[src/rtl/lfb_pkg.sv]
// Shared constants and types for the latched event flag bank
package lfb_pkg;
   ////////////////////////////////////////////////////////////////////////////
   // Register offsets (serial frame address field)
   localparam logic [5:0] LFB_ADDR_WARN = 6'h1e; // controller_warning_flags
   localparam logic [5:0] LFB_ADDR_SERR = 6'h1f; // serial_error_flags
   localparam logic [5:0] LFB_ADDR_GND = 6'h20; // short_to_ground_flags
   localparam logic [5:0] LFB_ADDR_OV = 6'h21; // overvoltage_flags
   localparam logic [7:0] LFB_RESET_VAL = 8'h00; // All flags clear
   // Implemented bit masks, unused bits read zero
   localparam logic [7:0] LFB_MASK_WARN = 8'h08;
   localparam logic [7:0] LFB_MASK_SERR = 8'h7f;
   localparam logic [7:0] LFB_MASK_MON = 8'hd3;
   // Field positions
   localparam int LFB_BIT_WDMISS = 3;
   localparam int LFB_BIT_PAR = 0;
   localparam int LFB_BIT_LEN = 1;
   localparam int LFB_BIT_ADDR = 2;
   localparam int LFB_BIT_DUR = 3;
   localparam int LFB_BIT_LOCK = 4;
   localparam int LFB_BIT_DEVCTL = 5;
   localparam int LFB_BIT_REG2CTL = 6;
   localparam int LFB_BIT_EXT2 = 7;
   localparam int LFB_BIT_EXT1 = 6;
   localparam int LFB_BIT_BOOST = 4;
   localparam int LFB_BIT_STEP2 = 1;
   localparam int LFB_BIT_STEP1 = 0;
   // Summary flag positions
   localparam int LFB_SUM_MCU = 1;
   localparam int LFB_SUM_SPI = 2;
   localparam int LFB_SUM_MON = 3;
   ////////////////////////////////////////////////////////////////////////////
   // Frame layout: write flag, address, data, parity
   localparam logic [4:0] LFB_FRAME_BITS = 5'h10;
   localparam logic [4:0] LFB_CNT_MAX = 5'h1f;
   localparam int LFB_RW_BIT = 15;
   localparam int LFB_ADDR_MSB = 14;
   localparam int LFB_ADDR_LSB = 9;
   localparam int LFB_DATA_MSB = 8;
   localparam int LFB_DATA_LSB = 1;
   // Select low time limit
   localparam int LFB_DUR_MS = 2;
   localparam int LFB_CLK_HZ = 100_000_000;
   localparam int LFB_DUR_CYCLES = LFB_DUR_MS * (LFB_CLK_HZ / 1000);
   ////////////////////////////////////////////////////////////////////////////
   // Frame engine states
   typedef enum logic [1:0] {
      LFB_IDLE = 2'b00,
      LFB_SHIFT = 2'b01,
      LFB_STALL = 2'b10
   } lfb_state_t;
   // Monitor event group, one pulse per source
   typedef struct packed {
      logic ext2;
      logic ext1;
      logic boost;
      logic step2;
      logic step1;
   } lfb_mon_evt_t;
   // Register access protocol violations from other blocks
   typedef struct packed {
      logic reg2_ctrl;
      logic dev_ctrl;
      logic lock;
   } lfb_proto_evt_t;
endpackage

[src/rtl/lfb_flag_bank.sv]
// Latched event flag bank with its 16-bit serial access engine
`timescale 1ns/1ps
module lfb_flag_bank
   import lfb_pkg::*;
#(
   parameter int DUR_CYCLES = LFB_DUR_CYCLES
) (
   input wire logic MCLK,
   input wire logic RSTN,
   input wire logic CSN,
   input wire logic SCLK,
   input wire logic SDI,
   output logic SDO,
   output logic SDO_OE,
   input wire logic WDOG_MISS,
   input wire lfb_proto_evt_t PROTO_EVT,
   input wire lfb_mon_evt_t GND_EVT,
   input wire lfb_mon_evt_t OV_EVT,
   output logic [7:0] SUMMARY_FLAGS
);
   // Duration counter wide enough to pass the limit without wrapping
   localparam int DW = $clog2(DUR_CYCLES + 2);
   localparam logic [DW-1:0] DUR_LIMIT = DW'(DUR_CYCLES);

   ////////////////////////////////////////////////////////////////////////////
   // Helpers
   // Address belongs to this bank
   // Only four offsets answer; anything else is an address fault
   function automatic logic lfb_addr_ok(input logic [5:0] a);
      return (a == LFB_ADDR_WARN) || (a == LFB_ADDR_SERR) ||
             (a == LFB_ADDR_GND) || (a == LFB_ADDR_OV);
   endfunction

   // Monitor event group placed at its register positions
   function automatic logic [7:0] lfb_mon_map(input lfb_mon_evt_t e);
      logic [7:0] v;
      v = 8'h00;
      v[LFB_BIT_EXT2] = e.ext2;
      v[LFB_BIT_EXT1] = e.ext1;
      v[LFB_BIT_BOOST] = e.boost;
      v[LFB_BIT_STEP2] = e.step2;
      v[LFB_BIT_STEP1] = e.step1;
      return v;
   endfunction

   ////////////////////////////////////////////////////////////////////////////
   // Frame engine state
   lfb_state_t state, next_state; // Engine phase
   logic [4:0] bit_cnt, next_bit_cnt; // Saturating clock count
   logic [DW-1:0] dur_cnt, next_dur_cnt; // Cycles with select low
   logic [15:0] shift_in, next_shift_in; // Received frame
   logic [15:0] shift_out, next_shift_out; // Outgoing answer
   logic [15:0] resp, next_resp; // Answer for the next frame
   logic sclk_q, next_sclk_q; // Previous clock level
   logic oe, next_oe; // Data pin drive
   // Flag registers
   logic [7:0] warn, next_warn;
   logic [7:0] serr, next_serr;
   logic [7:0] gnd, next_gnd;
   logic [7:0] ov, next_ov;
   logic [7:0] sum, next_sum;
   // Per-frame results, single-cycle
   logic frame_end, len_bad, par_bad, addr_bad, dur_hit, wr_hit;
   logic [5:0] f_addr;
   logic [7:0] f_data, rdata;

   // Frame decode, valid only on frame_end
   always_comb begin
      f_addr = shift_in[LFB_ADDR_MSB:LFB_ADDR_LSB];
      f_data = shift_in[LFB_DATA_MSB:LFB_DATA_LSB];
      frame_end = (state == LFB_SHIFT) && CSN;
      len_bad = frame_end && (bit_cnt != LFB_FRAME_BITS);
      // Odd parity over the whole frame
      par_bad = frame_end && !len_bad && !(^shift_in);
      addr_bad = frame_end && !len_bad && !par_bad && !lfb_addr_ok(f_addr);
      // Writes only land from a frame that passed every check
      wr_hit = frame_end && !len_bad && !par_bad && !addr_bad && shift_in[LFB_RW_BIT];
      // Limit counts system cycles; a stalled master trips it too
      dur_hit = (state == LFB_SHIFT) && !CSN && (dur_cnt >= DUR_LIMIT);
      // Read mux, current flags; a same-cycle event shows next time
      case (f_addr)
         LFB_ADDR_WARN: rdata = warn;
         LFB_ADDR_SERR: rdata = serr;
         LFB_ADDR_GND: rdata = gnd;
         LFB_ADDR_OV: rdata = ov;
         default: rdata = 8'h00;
      endcase
   end

   ////////////////////////////////////////////////////////////////////////////
   // Frame engine next values
   always_comb begin
      next_state = state;
      next_bit_cnt = bit_cnt;
      next_dur_cnt = dur_cnt;
      next_shift_in = shift_in;
      next_shift_out = shift_out;
      next_resp = resp;
      // Clock level kept every cycle so no state misses an edge
      next_sclk_q = SCLK;
      next_oe = !CSN;
      case (state)
         // Wait for select; load the prepared answer
         LFB_IDLE: begin
            if (!CSN) begin
               next_state = LFB_SHIFT;
               next_bit_cnt = 5'h00;
               next_dur_cnt = DW'(1);
               next_shift_out = resp;
            end
         end
         // Shift in on rising clock, out on falling clock
         LFB_SHIFT: begin
            if (CSN) begin
               next_state = LFB_IDLE;
               if (!len_bad && !par_bad) begin
                  // Answer carries address, data and odd parity
                  next_resp = {1'b0, f_addr, rdata, ~(^{f_addr, rdata})};
               end
            end else if (dur_hit) begin
               // Overlong frame is dropped whole
               next_state = LFB_STALL;
            end else begin
               next_dur_cnt = dur_cnt + DW'(1);
               if (SCLK && !sclk_q) begin
                  next_shift_in = {shift_in[14:0], SDI};
                  if (bit_cnt != LFB_CNT_MAX) begin
                     next_bit_cnt = bit_cnt + 5'h01;
                  end
               end
               if (!SCLK && sclk_q) begin
                  next_shift_out = {shift_out[14:0], 1'b0};
               end
            end
         end
         // Ignore everything until select returns high
         LFB_STALL: begin
            if (CSN) begin
               next_state = LFB_IDLE;
            end
         end
         default: next_state = LFB_IDLE;
      endcase
   end

   // Frame engine registers
   always_ff @(posedge MCLK or negedge RSTN) begin
      if (!RSTN) begin
         state <= LFB_IDLE;
         bit_cnt <= 5'h00;
         dur_cnt <= '0;
         shift_in <= 16'h0000;
         shift_out <= 16'h0000;
         resp <= 16'h0000;
         sclk_q <= 1'b0;
         oe <= 1'b0;
      end else begin
         state <= next_state;
         bit_cnt <= next_bit_cnt;
         dur_cnt <= next_dur_cnt;
         shift_in <= next_shift_in;
         shift_out <= next_shift_out;
         resp <= next_resp;
         sclk_q <= next_sclk_q;
         oe <= next_oe;
      end
   end

   // Pins come straight from flops, no logic after the register
   assign SDO = shift_out[15];
   assign SDO_OE = oe;

   ////////////////////////////////////////////////////////////////////////////
   // Flag next values: set wins over clear so no event is lost
   always_comb begin
      logic [7:0] serr_set;
      logic [7:0] clr_warn, clr_serr, clr_gnd, clr_ov;
      // Only ones clear; zeros keep the flag
      clr_warn = (wr_hit && f_addr == LFB_ADDR_WARN) ? f_data : 8'h00;
      clr_serr = (wr_hit && f_addr == LFB_ADDR_SERR) ? f_data : 8'h00;
      clr_gnd = (wr_hit && f_addr == LFB_ADDR_GND) ? f_data : 8'h00;
      clr_ov = (wr_hit && f_addr == LFB_ADDR_OV) ? f_data : 8'h00;
      // Serial errors: link faults from here, access faults from other blocks
      serr_set = 8'h00;
      serr_set[LFB_BIT_PAR] = par_bad;
      serr_set[LFB_BIT_LEN] = len_bad;
      serr_set[LFB_BIT_ADDR] = addr_bad;
      serr_set[LFB_BIT_DUR] = dur_hit;
      serr_set[LFB_BIT_LOCK] = PROTO_EVT.lock;
      serr_set[LFB_BIT_DEVCTL] = PROTO_EVT.dev_ctrl;
      serr_set[LFB_BIT_REG2CTL] = PROTO_EVT.reg2_ctrl;
      next_warn = warn & ~clr_warn;
      next_warn[LFB_BIT_WDMISS] = next_warn[LFB_BIT_WDMISS] | WDOG_MISS;
      next_warn = next_warn & LFB_MASK_WARN;
      next_serr = ((serr & ~clr_serr) | serr_set) & LFB_MASK_SERR;
      next_gnd = ((gnd & ~clr_gnd) | lfb_mon_map(GND_EVT)) & LFB_MASK_MON;
      next_ov = ((ov & ~clr_ov) | lfb_mon_map(OV_EVT)) & LFB_MASK_MON;
      // Summary follows the flags one cycle later
      next_sum = 8'h00;
      next_sum[LFB_SUM_MCU] = |warn;
      next_sum[LFB_SUM_SPI] = |serr;
      next_sum[LFB_SUM_MON] = |(gnd | ov);
   end

   // Flag registers
   always_ff @(posedge MCLK or negedge RSTN) begin
      if (!RSTN) begin
         warn <= LFB_RESET_VAL;
         serr <= LFB_RESET_VAL;
         gnd <= LFB_RESET_VAL;
         ov <= LFB_RESET_VAL;
         sum <= LFB_RESET_VAL;
      end else begin
         warn <= next_warn;
         serr <= next_serr;
         gnd <= next_gnd;
         ov <= next_ov;
         sum <= next_sum;
      end
   end

   // Summary lags its flags by one cycle, too short for software to notice
   assign SUMMARY_FLAGS = sum;
endmodule

[config.mk]
export PLATFORM = sky130hd
export DESIGN_NAME = lfb_flag_bank
export DESIGN_NICKNAME = d
export VERILOG_FILES = /design/src/rtl/lfb_pkg.sv /design/src/rtl/lfb_flag_bank.sv
export SDC_FILE = /design/constraint.sdc
export NUM_CORES = 1
export LEC_CHECK = 0
export ABC_CLOCK_PERIOD_IN_PS = 2300
export BUFFER_PORTS_ARGS = -buffer_cell sky130_fd_sc_hd__buf_2
export CAP_MARGIN = 20
export CELL_PAD_IN_SITES_DETAIL_PLACEMENT = 2
export CELL_PAD_IN_SITES_GLOBAL_PLACEMENT = 2
export CORE_ASPECT_RATIO = 0.8
export CORE_UTILIZATION = 36
export CTS_BUF_LIST = sky130_fd_sc_hd__clkbuf_16
export DETAILED_ROUTE_END_ITERATION = 12
export PLACE_DENSITY_LB_ADDON = 0.1
export SETUP_SLACK_MARGIN = 0.15
export SKIP_CTS_REPAIR_TIMING = 1
export SLEW_MARGIN = 20
export SYNTH_ARGS = -nofsm -noshare
export SYNTH_HDL_FRONTEND = slang
export SYNTH_SLANG_ARGS = --single-unit
[constraint.sdc]
create_clock -name MCLK -period 2.3 [get_ports MCLK]
set_clock_uncertainty 0.15 [all_clocks]
set_input_delay 0 -clock MCLK [delete_from_list [all_inputs] [get_ports MCLK]]
set_output_delay 0 -clock MCLK [all_outputs]
set_load 0.02 [all_outputs]
==> flow_metrics.tcl <==
set metrics [dict create \
    route.met3.wl_um 691 \
    maxSlewHeadroom_pct 63.5 \
    yosys.area_share.adder_pct 3.34 \
    drt_first_pass_iters 4 \
    synthToLayoutAreaGrowth_pct 38.6 \
    antenna_cells 0 \
    htreeDepth 3 \
    grt_pass1_wl_um 23900 \
    route.met2.wl_um 10000 \
    ios 29 \
    violations "setup timing" \
    synth_ff_type "dfrtp_1" \
    yosys.area_share.simple_pct 18.9 \
    place_congestion 0.785 \
    p_leak_nw 2.81 \
    finalMaxSlewViolations 0 \
    cp.depth 8 \
    coreArea_mm2 0.0130 \
    rsz0062_at_grt "yes" \
    portBuffers 23 \
    setup_viol 27 \
    crit_end "resp[0]" \
    r2r_slack_ns -0.25 \
    path_clk_slew_ns 0.07 \
    cts.path.max_buffers 2 \
    syn-cell-area_mm2 0.00487 \
    synth_top_family_by_area "simple AND/OR/NAND/NOR gates" \
    seqCellArea_mm2 0.00238 \
    drv_cap 0 \
    cp_cell_sequence "buf_4, ha_1, and4_1, nor3_1, o21ai_0, o211a_1, a211o_1, a31oi_1" \
    num_rows 37 \
    async_reset_ff_share_pct 100 \
    period_minus_slack_ns 2.55 \
    crit_type "flip-flop to flip-flop" \
    ys_ff_latch 95 \
    synth.area.top_cells "dfrtp_1 49%, xnor2_1 5.6%, nand2_1 4.3%" \
    avgSynthCellArea_um2 9.85 \
    drt_iter0_markers 242 \
    slowest_stage "dfrtp_2" \
    drtAntennaViolNets 0 \
    synth-xor-area-share_pct 6.42 \
    final.period_utilization_pct 111 \
    multiInputGateArea_mm2 0.00273 \
    antenna_found_initial 0 \
    yosysWarningCount 0 \
    layout-drive-gt1-share_pct 33.8 \
    reg2regPathDepth 8 \
    die_w_um 132 \
    vias 4378 \
    grt_pass1_vias 4294 \
    drt_wl_total_um 19900 \
    cp-end-kind "flip-flop" \
    r2r_end "resp[0]" \
    status "complete, but fails checks" \
    die-area_mm2 0.0140 \
    r2r_start "shift_in[10]" \
    drc 0 \
    fmax_mhz 392 \
    ys_seq_area_share_pct 48.8 \
    muxShareOfSynthArea_pct 5.26 \
    wire_per_inst_um 25.5 \
    powerDensity_mw_per_mm2 1140 \
    cp.required_ns 2.43 \
    hold_viol 0 \
    placed_area_mm2 0.00561 \
    overflow 0 \
    synth.distinct_cells 55 \
    clkLatencyLatePin_ns 0.36 \
    stdcell_area_mm2 0.00676 \
    startpoint_type "flip-flop" \
    synth.top_cell.area_share_pct 48.8 \
    cp_top_family "compound AO/OA/AOI/OAI gates" \
    die_h_um 106 \
    worstPathArrival_ns 2.68 \
    track_usage_pct 22.5 \
    synth_edf_count 0 \
    fill_cells 1300 \
    numCtsBuffers 9 \
    synth_cells 495 \
    synth_compound_area_share_pct 13.0 \
    cts.sinks 95 \
    synth_area_leader_cell "dfrtp_1" \
    crit_start "shift_in[10]" \
    tightestPinTransition_ns 0.548 \
    start_util_pct 37.5 \
    place.detailed.hpwl_um 10600 \
    cts_tree "yes" \
    final_nets 634 \
    total_power_mw 7.72 \
    worst_slack_ns -0.254 \
    hold_class "input pin to asynchronous set/reset pin" \
    worstPathMaxFanout 4 \
    grt_max_degree 96 \
    m1WireLength_um 8670 \
    max-vdd-ir-drop_mv 0.690 \
    cpPeakStageDelay_ns 0.47 \
    clock-root-buffer "clkbuf_16" \
    path_buf_inv 1 \
    via_per_inst 5.61 \
    routed.top_layer "met4" \
]
-- per-stage QoR --
step	setup TNS [ns]	setup WS (ns)	util [%]	cells	hold WS, ns
2_1_floorplan	0	0.141	-	499	-0.446
3_3_place_gp	-0.277	-0.0910	43.1	723	-0.0440
3_5_place_dp	-0.775	-0.168	43.1	723	-0.0441
4_1_cts	-2.69	-0.209	45.2	738	-0.422
5_1_grt	-3.47	-0.299	51.9	781	0.158
6_report	-1.57	-0.254	51.9	781	0.0978
-- where the power goes --
| part | internal [mW] | switching [mW] |
|---|---|---|
| sequential | 1.89 | 0.248 |
| clock | 0.825 | 0.678 |
| combinational | 2.01 | 2.06 |
-- synth_stat cells, types with 6 or more instances --
cell type / number
inv_1: 21
a21oi_1: 14
a31oi_1: 17
a21o_1: 13
nand2_1: 56
nand4_1: 16
ha_1: 13
nor3_1: 8
nor4_1: 11
clkbuf_1: 18
o21ai_0: 31
nor2_1: 43
xnor2_1: 31
and3_1: 8
nand3_1: 14
mux2_4: 6
dfrtp_1: 95
mux2_2: 13
-- logic make-up after synthesis --
logic type | count (synthesis)
AOI/OAI and AO/OA | 99
xor gates and xnor gates | 34
adders and majority gates | 13
buffers and inverters | 47
DFF | 95
muxes | 21
other | 1
and+or+nand+nor | 185
-- final cells by class --
| cell class | count | area share, % |
|---|---|---|
| clock inverter | 6 | 0.796 |
| multi-input combinational | 357 | 40.4 |
| inverter | 21 | 1.17 |
| tap | 175 | 3.24 |
| sequential | 95 | 35.2 |
| clock buffer | 9 | 3.33 |
| timing repair buffer | 118 | 15.8 |
-- worst min-delay path: cells and delay by family --
kind,cells,cell delay [ns]
buf+inv,3,1.04
-- how the worst min path moves through the flow --
| stage | start | end | slack, ns | cells past startpoint |
|---|---|---|---|---|
| floorplan | RSTN | SDO_OE | -0.45 | 0 |
| global placement | RSTN | bit_cnt[4] | -0.04 | 2 |
| detailed placement | RSTN | bit_cnt[4] | -0.04 | 2 |
| CTS | RSTN | bit_cnt[1] | -0.42 | 2 |
| global route | RSTN | bit_cnt[1] | 0.16 | 3 |
| finish | RSTN | bit_cnt[1] | 0.1 | 3 |
-- cell usage in the layout (no fill, tap or decap), drive strengths merged, types with 13 or more instances in the layout --
cell,count
mux2,19
inv,22
xnor2,32
dlygate4sd3,18
buf,95
a31oi,17
o21ai,31
ha,13
a21o,13
a21oi,14
nor2,44
nand4,16
clkbuf,14
nand3,14
nand2,56
dfrtp,95
-- per-layer routing --
layer | global-route usage, % | vias up
met1 | 31.4 | 2303
met3 | 4.20 | 31
met2 | 35.9 | 103
met4 | 5.73 | 0
met5 | 0 | -
li1 | - | 1941
-- registers in the layout (all words and copies together) (netlist names) --
name,count
bit_cnt,5
shift_in,16
shift_out,16
state,2
serr,7
gnd,5
resp,15
dur_cnt,18
SDO_OE,1
sclk_q,1
ov,5
SUMMARY_FLAGS,3
warn,1
Power figures use the tool's default switching activity.
